[src/shared/pmc_pkg.sv]
package pmc_pkg;

  // ------------------------------------------------------------
  // power modes
  // ------------------------------------------------------------
  typedef enum logic [1:0] {
    PMC_POR,
    PMC_SHUTDOWN,
    PMC_SLEEP,
    PMC_ACTIVE
  } pmc_mode_type;

  // ------------------------------------------------------------
  // timing
  // ------------------------------------------------------------
  localparam int PMC_CLK_HZ = 25000000;
  // long timeout in milliseconds, default of the programmable interval
  localparam int PMC_LONG_TO_MS = 1000;
  localparam int PMC_LONG_TO_CYCLES = PMC_CLK_HZ / 1000 * PMC_LONG_TO_MS;
  localparam int PMC_TO_WIDTH = 32;
  localparam int PMC_SYNC_WIDTH = 7;

  // ------------------------------------------------------------
  // reset values
  // ------------------------------------------------------------
  localparam logic PMC_FLAG_RESET = 1'b0;

  // ------------------------------------------------------------
  // synchronised event inputs, bit positions
  // ------------------------------------------------------------
  localparam int PMC_IN_REF_OK = 0;
  localparam int PMC_IN_WAKE_N = 1;
  localparam int PMC_IN_WAKE_TONE = 2;
  localparam int PMC_IN_RESUME_UART = 3;
  localparam int PMC_IN_RESUME_TONE = 4;
  localparam int PMC_IN_THERMAL = 5;
  localparam int PMC_IN_FRAME = 6;

  // ------------------------------------------------------------
  // function enables per mode
  // ------------------------------------------------------------
  typedef struct packed {
    logic wake_detect;
    logic comparators;
    logic balancing;
    logic resume_detect;
    logic shutdown_detect;
    logic fault_tone;
    logic gpio_fault;
    logic nvm_crc;
    logic comms;
    logic adc_reads;
    logic spi_master;
    logic comm_timeout;
  } pmc_func_type;

  typedef struct packed {
    logic enter_sleep_cmd;
    logic enter_shutdown_cmd;
    logic reset_flag_clear_bit;
    logic long_timeout_enable;
    logic heartbeat_enable;
  } pmc_cmd_type;

  function automatic pmc_func_type pmc_gate(input pmc_mode_type m);
    pmc_func_type f;
    f = '0;
    f.wake_detect = (m != PMC_POR);
    f.comparators = (m == PMC_SLEEP) || (m == PMC_ACTIVE);
    f.balancing = f.comparators;
    f.resume_detect = f.comparators;
    f.shutdown_detect = f.comparators;
    f.fault_tone = f.comparators;
    f.gpio_fault = f.comparators;
    f.nvm_crc = f.comparators;
    f.comms = (m == PMC_ACTIVE);
    f.adc_reads = f.comms;
    f.spi_master = f.comms;
    f.comm_timeout = f.comms;
    return f;
  endfunction

endpackage

[src/pmc_sync.sv]
`timescale 1ns/100ps
module pmc_sync
  import pmc_pkg::*;
#(
  parameter int WIDTH = PMC_SYNC_WIDTH
) (
  input wire logic core_clk,
  input wire logic rst_n,
  input wire logic [WIDTH-1:0] async_in,
  output logic [WIDTH-1:0] sync_out
);
  logic [WIDTH-1:0] stage;

  if (WIDTH < 1) begin : g_bad_width
    $error("pmc_sync width must be positive");
  end

  // first stage is read only by the second
  always_ff @(posedge core_clk or negedge rst_n) begin
    if (!rst_n) begin
      stage <= '0;
      sync_out <= '0;
    end else begin
      stage <= async_in;
      sync_out <= stage;
    end
  end
endmodule

[src/power_mode_controller.sv]
`timescale 1ns/100ps
// Functional notes
// - device is always in exactly one of four modes
// - reference supply low keeps device in power-on reset, all held
// - supply valid moves reset to shutdown and sets reset flag
// - shutdown waits only for wake pulse or wake tone, then active
// - sleep runs comparators, balancing, detectors, fault tone, gpio, crc
// - comparators and fault tone enabled in active persist through sleep
// - resume signal in sleep enters active keeping settings
// - wake in sleep restores defaults then enters active
// - clearing the reset flag releases fault output, starts heartbeat
// - wake in active resets settings, forwards it, sets flag
// - resume in active is forwarded, nothing else changes
// - sleep command in active enters sleep
// - enabled long timeout with no frame enters shutdown
// - thermal trip or shutdown command enters shutdown
// - function enables follow the present mode
// - thermal trip aborts transactions at once, no fault signalled
// - shutdown is left only through wake, or to power-on reset on supply loss
module power_mode_controller
  import pmc_pkg::*;
#(
  parameter int LONG_TO_CYCLES = PMC_LONG_TO_CYCLES
) (
  input wire logic core_clk,
  input wire logic reset_n,
  input wire logic always_on_reference,
  input wire logic wake_n,
  input wire logic wake_tone,
  input wire logic resume_uart,
  input wire logic resume_tone,
  input wire logic thermal_trip,
  input wire logic frame_valid,
  input wire pmc_cmd_type cmd,
  output pmc_mode_type mode,
  output pmc_func_type func_enable,
  output logic reset_occurred_flag,
  output logic fault_output_n,
  output logic heartbeat_run,
  output logic settings_reset,
  output logic wake_forward,
  output logic resume_forward,
  output logic abort_transactions,
  output logic circuits_held
);

  // ------------------------------------------------------------
  // parameter check
  // ------------------------------------------------------------
  if (LONG_TO_CYCLES < 1) begin : g_bad_long_to
    $error("long timeout count must be at least one");
  end
  // every event bit position must fall inside the synchroniser bus
  if (PMC_IN_FRAME >= PMC_SYNC_WIDTH) begin : g_bad_sync_map
    $error("synchroniser narrower than the event map");
  end

  // ------------------------------------------------------------
  // helpers
  // ------------------------------------------------------------
  // rising edge of a level against its copy from the previous cycle
  function automatic logic pmc_rise(
    input logic now_lvl,
    input logic last_lvl
  );
    return now_lvl & ~last_lvl;
  endfunction

  // ------------------------------------------------------------
  // reset release and input synchronisers
  // ------------------------------------------------------------
  logic rst_meta;
  logic rst_n;

  always_ff @(posedge core_clk or negedge reset_n) begin
    if (!reset_n) begin
      rst_meta <= 1'b0;
      rst_n <= 1'b0;
    end else begin
      rst_meta <= 1'b1;
      rst_n <= rst_meta;
    end
  end

  wire [PMC_SYNC_WIDTH-1:0] raw_in = {
    frame_valid, thermal_trip, resume_tone, resume_uart,
    wake_tone, ~wake_n, always_on_reference
  };
  wire [PMC_SYNC_WIDTH-1:0] sync_in;

  pmc_sync #(
    .WIDTH(PMC_SYNC_WIDTH)
  ) u_sync (
    .core_clk(core_clk),
    .rst_n(rst_n),
    .async_in(raw_in),
    .sync_out(sync_in)
  );

  wire ref_ok = sync_in[PMC_IN_REF_OK];
  wire wake_low = sync_in[PMC_IN_WAKE_N];
  wire tone_lvl = sync_in[PMC_IN_WAKE_TONE];
  wire res_uart = sync_in[PMC_IN_RESUME_UART];
  wire res_tone = sync_in[PMC_IN_RESUME_TONE];
  wire thermal = sync_in[PMC_IN_THERMAL];
  wire frame = sync_in[PMC_IN_FRAME];

  // ------------------------------------------------------------
  // event detection
  // ------------------------------------------------------------
  logic wake_low_d;
  logic tone_d;
  logic res_d;
  logic cmd_sleep_d;
  logic cmd_shut_d;

  // a wake pulse counts on its rising (release) edge so a held pin
  // cannot cause repeated resets
  wire wake_pulse = pmc_rise(!wake_low, !wake_low_d);
  wire tone_pulse = pmc_rise(tone_lvl, tone_d);
  wire resume_lvl = res_uart | res_tone;
  wire resume_pulse = pmc_rise(resume_lvl, res_d);
  wire wake_event = wake_pulse | tone_pulse;
  // commands act on their rising edge: a bit left set cannot re-trigger
  wire sleep_req = pmc_rise(cmd.enter_sleep_cmd, cmd_sleep_d);
  wire shut_req = pmc_rise(cmd.enter_shutdown_cmd, cmd_shut_d);

  always_ff @(posedge core_clk or negedge rst_n) begin
    if (!rst_n) begin
      wake_low_d <= 1'b0;
      tone_d <= 1'b0;
      res_d <= 1'b0;
      cmd_sleep_d <= 1'b0;
      cmd_shut_d <= 1'b0;
    end else begin
      wake_low_d <= wake_low;
      tone_d <= tone_lvl;
      res_d <= resume_lvl;
      cmd_sleep_d <= cmd.enter_sleep_cmd;
      cmd_shut_d <= cmd.enter_shutdown_cmd;
    end
  end

  // ------------------------------------------------------------
  // long communication timeout
  // ------------------------------------------------------------
  localparam logic [PMC_TO_WIDTH-1:0] TO_LAST =
    PMC_TO_WIDTH'(LONG_TO_CYCLES - 1);

  logic [PMC_TO_WIDTH-1:0] to_count;
  logic [PMC_TO_WIDTH-1:0] next_to_count;
  wire to_armed = (mode == PMC_ACTIVE) && cmd.long_timeout_enable;
  wire to_expired = to_armed && (to_count == TO_LAST) && !frame;

  // the count saturates so a long silence cannot wrap and re-arm
  assign next_to_count = (!to_armed || frame) ? '0 :
    (to_count == TO_LAST) ? to_count : to_count + 1'b1;

  always_ff @(posedge core_clk or negedge rst_n) begin
    if (!rst_n) begin
      to_count <= '0;
    end else begin
      to_count <= next_to_count;
    end
  end

  // ------------------------------------------------------------
  // mode state machine
  // ------------------------------------------------------------
  pmc_mode_type next_mode;
  logic wake_reset;

  always_comb begin
    next_mode = mode;
    wake_reset = 1'b0;
    // supply loss beats every other cause, whatever the mode
    if (!ref_ok) begin
      next_mode = PMC_POR;
    end else begin
      unique case (mode)
        PMC_POR: begin
          next_mode = PMC_SHUTDOWN;
        end
        PMC_SHUTDOWN: begin
          if (wake_event) begin
            next_mode = PMC_ACTIVE;
            wake_reset = 1'b1;
          end
        end
        PMC_SLEEP: begin
          if (thermal) begin
            next_mode = PMC_SHUTDOWN;
          end else if (wake_event) begin
            next_mode = PMC_ACTIVE;
            wake_reset = 1'b1;
          end else if (resume_pulse) begin
            next_mode = PMC_ACTIVE;
          end
        end
        PMC_ACTIVE: begin
          if (thermal) begin
            next_mode = PMC_SHUTDOWN;
          end else if (shut_req || to_expired) begin
            next_mode = PMC_SHUTDOWN;
          end else if (sleep_req) begin
            next_mode = PMC_SLEEP;
          end else if (wake_event) begin
            wake_reset = 1'b1;
          end
        end
      endcase
    end
  end

  // ------------------------------------------------------------
  // reset-occurred flag and fault output
  // ------------------------------------------------------------
  // a new reset cause wins over a clear in the same cycle
  wire flag_set = (mode == PMC_POR && ref_ok) || wake_reset;
  wire next_flag = flag_set |
    (reset_occurred_flag & ~cmd.reset_flag_clear_bit);

  // ------------------------------------------------------------
  // next values of the registered outputs
  // ------------------------------------------------------------
  // enables, fault, heartbeat, settings and hold outputs come from the next mode so they
  // change on the same edge as the mode register; abort and forward pulses use the present mode
  wire is_active_next = (next_mode == PMC_ACTIVE);
  wire is_por_next = (next_mode == PMC_POR);
  wire in_active = (mode == PMC_ACTIVE);

  pmc_func_type next_func_enable;
  assign next_func_enable = pmc_gate(next_mode);

  // thermal trip drops straight to shutdown silently, so the fault
  // pin is never pulled low on its way out
  wire next_fault_output_n =
    !(next_flag && is_active_next) || thermal;
  // the heartbeat waits until the host has seen and cleared the flag
  wire next_heartbeat_run = !next_flag && is_active_next &&
    cmd.heartbeat_enable;
  // settings stay at default for as long as the supply is low
  wire next_settings_reset = wake_reset || is_por_next;
  // only an active device passes wake and resume on up the chain
  wire next_wake_forward = wake_reset && in_active;
  wire next_resume_forward = resume_pulse && in_active;
  wire next_abort_transactions =
    thermal && (mode != PMC_POR);
  wire next_circuits_held = is_por_next;

  // ------------------------------------------------------------
  // mode register
  // ------------------------------------------------------------
  always_ff @(posedge core_clk or negedge rst_n) begin
    if (!rst_n) begin
      mode <= PMC_POR;
    end else begin
      mode <= next_mode;
    end
  end

  // the flag has its own register so a clear never disturbs the mode
  always_ff @(posedge core_clk or negedge rst_n) begin
    if (!rst_n) begin
      reset_occurred_flag <= PMC_FLAG_RESET;
    end else begin
      reset_occurred_flag <= next_flag;
    end
  end

  // ------------------------------------------------------------
  // status outputs
  // ------------------------------------------------------------
  always_ff @(posedge core_clk or negedge rst_n) begin
    if (!rst_n) begin
      func_enable <= '0;
      fault_output_n <= 1'b1;
      heartbeat_run <= 1'b0;
      abort_transactions <= 1'b0;
      circuits_held <= 1'b1;
    end else begin
      func_enable <= next_func_enable;
      fault_output_n <= next_fault_output_n;
      heartbeat_run <= next_heartbeat_run;
      abort_transactions <= next_abort_transactions;
      circuits_held <= next_circuits_held;
    end
  end

  // ------------------------------------------------------------
  // one-cycle pulses towards the settings and the chain; settings reset held through power-on reset
  // ------------------------------------------------------------
  always_ff @(posedge core_clk or negedge rst_n) begin
    if (!rst_n) begin
      settings_reset <= 1'b0;
      wake_forward <= 1'b0;
      resume_forward <= 1'b0;
    end else begin
      settings_reset <= next_settings_reset;
      wake_forward <= next_wake_forward;
      resume_forward <= next_resume_forward;
    end
  end

endmodule

[config.mk]
export PLATFORM = sky130hd
export DESIGN_NAME = power_mode_controller
export DESIGN_NICKNAME = d
export VERILOG_FILES = /design/src/shared/pmc_pkg.sv /design/src/pmc_sync.sv /design/src/power_mode_controller.sv
export SDC_FILE = /design/constraint.sdc
export NUM_CORES = 1
export LEC_CHECK = 0
export BUFFER_PORTS_ARGS = -buffer_cell sky130_fd_sc_hd__clkbuf_2
export CAP_MARGIN = 40
export CORE_AREA = 2 2 87 89
export CTS_CLUSTER_DIAMETER = 80
export DETAILED_ROUTE_END_ITERATION = 6
export DIE_AREA = 0 0 89 91
export GPL_TIMING_DRIVEN = 0
export HOLD_SLACK_MARGIN = 0.05
export REMOVE_ABC_BUFFERS = 1
export SLEW_MARGIN = 30
export SYNTH_ARGS = -nofsm -noshare
export SYNTH_HDL_FRONTEND = slang
export SYNTH_SLANG_ARGS = --single-unit
[constraint.sdc]
create_clock -name core_clk -period 2.27 [get_ports core_clk]
set_input_delay 0 -clock core_clk [delete_from_list [all_inputs] [get_ports core_clk]]
set_output_delay 0 -clock core_clk [all_outputs]
set_load 0.02 [all_outputs]
# Word level (Yosys, flattened, before mapping)
# Index checks and enable logic that the tools add are counted.
dict set report totals {
  regBits 66
  input_bits 14
  out_inout_bits 22
}
dict set report op_classes {
  add_sub_neg 1
  eq_ne 7
  muxes 18
  bitwise_logic 15
  reduce_logical 25
}
# cell count
set ops {}
lappend ops {{$mux 32} 2}
lappend ops {{$add 32x1->32 const B} 1}
lappend ops {{$eq 32x25->1 const B} 1}
lappend ops {{$mux 2} 8}
lappend ops {{$logic_and 1x1->1} 10}
lappend ops {{$eq 2x2->1 const B} 4}
lappend ops {{$pmux 2 s4} 1}
lappend ops {{$and 1x1->1} 6}
lappend ops {{$logic_or 1x1->1} 6}
lappend ops {{$mux 1} 6}
lappend ops {{$not 1->1} 6}
lappend ops {{$logic_not 1->1} 5}
lappend ops {{$logic_not 2->1} 2}
lappend ops {{$reduce_bool 2->1} 2}
lappend ops {{$or 1x1->1} 3}
lappend ops {{$pmux 1 s3} 1}
lappend ops {{$eq 2x1->1 const B} 1}
lappend ops {{$ne 2x1->1 const B} 1}

# Logic depth before layout (Yosys ltp)
dict set report logic_depth {
  ltp_word 14
  depth_mapped 7
}

# Modules after synthesis
# A second synthesis with hierarchy kept.
dict set report unflattened {
  cells_unflattened 260
  hier_area_um2 2916.5
}
# mod n_inst cells_per_inst area_per_inst_um2 seq_area_each_um2
set modules_own_cells {}
lappend modules_own_cells {power_mode_controller 1 246 2566.2 1303.8}
lappend modules_own_cells {pmc_sync 1 14 350.3 350.3}

# Least setup slack after synthesis
# OpenSTA, ideal clock, no wires.
dict set report synth_timing {
  path_kind {flip-flop to flip-flop}
  startpoint {register to_count[6]}
  endpoint {register to_count[1]}
  setup_time_ns 0.129
  arrival_ns 1.698
  required_ns 2.141
  slack_ns 0.442
  path_stages_with_launch 6
  n_path_buf 0
  synth_period_minus_slack_ns 1.828
  path_cell_list {dfrtp_1 nor4_2 nand4_2 nor4_4 mux2i_1 nor2_2}
}
dict set report synth_via {
  elab_chain_cells 2
}
# element line
set synth_rtl {}
lappend synth_rtl {{from (decl)} power_mode_controller.sv:150} ;# logic [PMC_TO_WIDTH-1:0] to_count;
lappend synth_rtl {{from (signal assigned)} power_mode_controller.sv:163} ;# to_count <= next_to_count;
lappend synth_rtl {{$eq 32x25->1} power_mode_controller.sv:157} ;# (to_count == TO_LAST) ? to_count : to_count + 1'b1;
lappend synth_rtl {{$ne 2x1->1 (no source line)} n/a}
# No other way between the ends.
# A chain may end at the register's enable or synchronous reset.

# Worst setup path after layout
dict set report layout_timing {
  startpoint {register to_count[18]}
  endpoint {register heartbeat_run}
}
# element line
set layout_rtl {}
lappend layout_rtl {{$eq 32x25->1} power_mode_controller.sv:153} ;# wire to_expired = to_armed && (to_count == TO_LAST) && !frame;
lappend layout_rtl {{$logic_and 1x1->1 (2 in series)} power_mode_controller.sv:153}
lappend layout_rtl {{$logic_or 1x1->1} power_mode_controller.sv:203} ;# end else if (shut_req || to_expired) begin
lappend layout_rtl {{$mux 2} power_mode_controller.sv:203}
lappend layout_rtl {{$mux 2} power_mode_controller.sv:201} ;# if (thermal) begin
lappend layout_rtl {{$pmux 2 s4} power_mode_controller.sv:180} ;# unique case (mode)
lappend layout_rtl {{$mux 2} power_mode_controller.sv:177} ;# if (!ref_ok) begin
lappend layout_rtl {{named net next_mode[1]} power_mode_controller.sv:170} ;# pmc_mode_type next_mode;
lappend layout_rtl {{$eq 2x2->1} power_mode_controller.sv:228} ;# wire is_active_next = (next_mode == PMC_ACTIVE);
lappend layout_rtl {{$logic_and 1x1->1 (2 in series)} power_mode_controller.sv:240} ;# wire next_heartbeat_run = !next_flag && is_active_next &&
lappend layout_rtl {{named net next_heartbeat_run} power_mode_controller.sv:240}
lappend layout_rtl {{to (signal assigned)} power_mode_controller.sv:284} ;# heartbeat_run <= next_heartbeat_run;
lappend layout_rtl {{to (decl)} power_mode_controller.sv:39} ;# output logic heartbeat_run,
# The timed path passes the listed nets, and every way through them passes these cells.

==> flow_results.org <==
** Drt
- The detail route stage leaves a number of antenna-violating nets equal to 0.
- The first detailed-routing pass took 4 iterations.
- In the routed design, unresolved DRC markers number 0.
- Using the TritonRoute via totals, the vias-per-cell ratio works out to 4.94.
- Routed wire length per instance :: 13.2 um
- Final wirelength :: 5.62 mm
- Via count of the routed design :: 2108
- For this block, the initial DRC count from the detailed router was 108.

** Clock network
- CTS built an H-tree with a depth of 3.
- Clock-pin slew was measured on the worst setup and hold paths at 0.07 ns.
- The root buffer cell chosen for the clock tree is clkbuf_8.
- CTS saw 66 sinks.
- Clock latency of the later-clocked register in the worst-skew pair :: 0.34 ns
- In this run, CTS created clock tree buffers numbering 9.
- TritonCTS built the clock tree.
- No sink is reached through more buffers than the 2 on the longest clock path.

** Floorplanning
- Pin placement for this block handled 36 I/O pins.
- In this run the standard cell core region covers 7140 um2.
- The floorplan step defined a die boundary enclosing 8100 um2.
- Die height :: 91 um
- For this configuration, the core starts out at a cell density of 0.412.
- From left edge to right edge, the die measures 89 um.
- After floorplanning, the core was divided into 31 placement rows.

** Synth
- For this run, the number of Yosys warnings is 0.
- Most frequent cell after synthesis :: dfrtp_1
- Leading cell types by count after synthesis :: dfrtp_1 (64), nor2_1 (25), a21oi_1 (14), nand2_1 (14), o21ai_0 (14)
- Of the synthesized area, sequential elements account for 0.562.
- Number of library cell types mapped by synthesis :: 50
- Biggest area consumer among synthesized cells :: dfrtp_1
- Number of register bits inferred by synthesis :: 66
- Area fraction of the dominant cell type after synthesis :: 0.544
- Counting flops with a built-in enable in the synthesized netlist gives 0.
- The cell area that synthesis handed to floorplanning was 2940 um2.
- Area contributors post-synth :: dfrtp_1 (54%), xnor2_1 (3.9%), nor2_1 (3.2%), a21oi_1 (2.4%), o21ai_0 (2.4%)
- Averaged over all synthesized cells, the footprint is 10.7 um2.
- Synth Flop Type :: dfrtp_1
- Share of synthesized flip-flops with an asynchronous set or reset :: 1.00
- Synthesized instance count :: 274

** Place
- The congestion estimate from routability-driven global placement came to 0.779.
- Timing analysis after detailed placement gives a worst setup slack of 0.0518 ns.
- After legalization and detailed placement, the total HPWL measured 3.64 mm.
- # port buffers :: 35

** Global route
- GR Util All Layers :: 0.150
- The via count of the first global-routing pass is 1987.
- Entering global routing, the biggest net connects 43 pins.
- The total overflow left after global routing is 0.
- Initial antenna violation count :: 0
- The first global-routing pass estimated 9.38 mm of wire.

** Critical path
- Arrival time reported for the critical path endpoint :: 2.26 ns
- STA classifies the critical path startpoint as a flop.
- Startpoint of the worst-slack reg-to-reg timing path :: to_count[18]
- Sort of element at the end of the critical path :: flop
- Of all nets on the critical path, the largest fanout is 9.
- Source of the critical timing path :: to_count[18]
- Required time at the worst-slack endpoint :: 2.48 ns
- Crit path kind :: reg2reg

** Timing
- Number of pins exceeding their max-slew limit in the final report :: 0
- Slew Limit Headroom :: 0.585
- For the pin with the worst max-slew slack, the measured transition is 0.618 ns.
- Final Worst Setup Slack :: 0.222 ns
- Count of endpoints failing hold in the final timing report :: 0
- Setup violations remaining at the end of the flow were counted as 0.
- Dividing the final minimum period by the clock period gives 0.902.
- RSZ-0062 raised after global routing :: false
- Clock skew :: 0.00499 ns
- For this run, the top clock speed supported by timing is 0.488 GHz.
- Minimum clock period after layout :: 2.05 ns
- Fin Hold WS :: 0.220 ns

** Final layout
- Layout cells sized above 1 :: 0.250
- Diodes inserted :: 0
- Core Util, Final :: 0.502
- The filler cells instantiated in the layout total 674.
- Layout Nets :: 338
- Register area :: 1660 um2
- The multi-input combinational cells in the finished layout cover a total of 1150 um2.
- The area growth from synthesis to layout is 21.7%.

** Power
- Summed over all cells, the static leakage comes to 1.52 nW.
- The worst-case IR drop observed on VDD is 0.000304 V.
- Power density of the placed cells :: 694 nW/um2

** Run
- Maximum capacitance violations :: 0

** Worst hold path
- The worst hold path belongs to the class reg2async.

** Run status
- Status :: complete, no violations
-- sequential cells by signal (all words and copies together) (netlist names), 2 cells and up --
signal           flops
to_count            32
u_sync.sync_out      7
func_enable          3
u_sync.stage         7
mode                 2
-- critical path, cell delays in order (launching register included) --
cell	delay [ns]
dfrtp_1	0.42
and4_1	0.29
nand2_1	0.25
nor4_4	0.61
a21oi_2	0.16
nor4b_2	0.20
-- through the flow --
step / cell area (um2) / TNS (ns) / instances / power (mW)
3_3_place_gp: 3140 / -28.92 / 390 / 1.37
3_5_place_dp: 3160 / 0 / 391 / 1.38
5_1_grt: 3580 / 0 / 427 / 2.58
2_1_floorplan: 2840 / 0 / 256 / 1.32
4_1_cts: 3520 / 0 / 420 / 2.51
6_report: 3580 / 0 / 427 / 2.48
-- cell usage in the layout (no fill, tap or decap), drive strengths merged, types with 10 or more instances in the layout --
master	n
dfrtp	64
clkbuf	45
nor2	26
o21ai	15
a21oi	15
nand2	14
xnor2	13
dlygate4sd3	13
inv	13
nor4	11
nand3	10
-- area by class of cell --
| class | instances | area share |
|---|---|---|
| sequential | 66 | 0.463 |
| clock inverter | 6 | 0.0248 |
| multi-input combinational | 178 | 0.321 |
| clock buffer | 10 | 0.0384 |
| timing repair buffer | 56 | 0.106 |
| tap | 99 | 0.0346 |
| inverter | 12 | 0.0126 |
-- per-layer routing --
metal  vias to the layer above  global-route usage  wire length, um
met5                         -                   0                0
met4                         0              0.0709               99
met3                         8              0.0273              188
met2                        47               0.219             2620
met1                      1011               0.214             2710
li1                       1042                   -                -
-- cells by family (layout without fill, tap and decap cells) --
logic type / count (synthesis) / in the layout / share of synthesized area
simple gates: 114 / 114 / 0.239
flops: 66 / 66 / 0.562
compound gates: 44 / 44 / 0.0885
buf+inv: 30 / 84 / 0.0510
xor+xnor: 17 / 17 / 0.0506
fa+ha+maj: 1 / 1 / 0.00425
other cells: 1 / 1 / 0.00127
mux: 1 / 1 / 0.00340
-- repair_timing --
item	CTS	global route
pin swaps	0	3
setup endpoints to repair	1	11
hold buffers	13	0
endpoints found under the hold margin	13	0
buffers inserted	0	7
gates resized for setup	1	1
-- path summary, 6_finish.rpt --
kind / endpoint / slack (ns) / depth (start not counted)
max: heartbeat_run / 0.22 / 5
min reg2reg: to_count[19] / 0.22 / 0
min: to_count[19] / 0.22 / 0
max in group asynchronous: fault_output_n / 1.48 / 1
min in group core_clk: u_sync.stage[6] / 0.30 / 2
max reg2reg: heartbeat_run / 0.22 / 5
-- where the power goes --
group          switching [mW]  internal, mW  leakage (nW)
Sequential             0.0233          1.21         0.852
Combinational          0.0811        0.0588         0.560
Clock                   0.463         0.650         0.109
No activity file was read; power rests on OpenSTA's default activity.
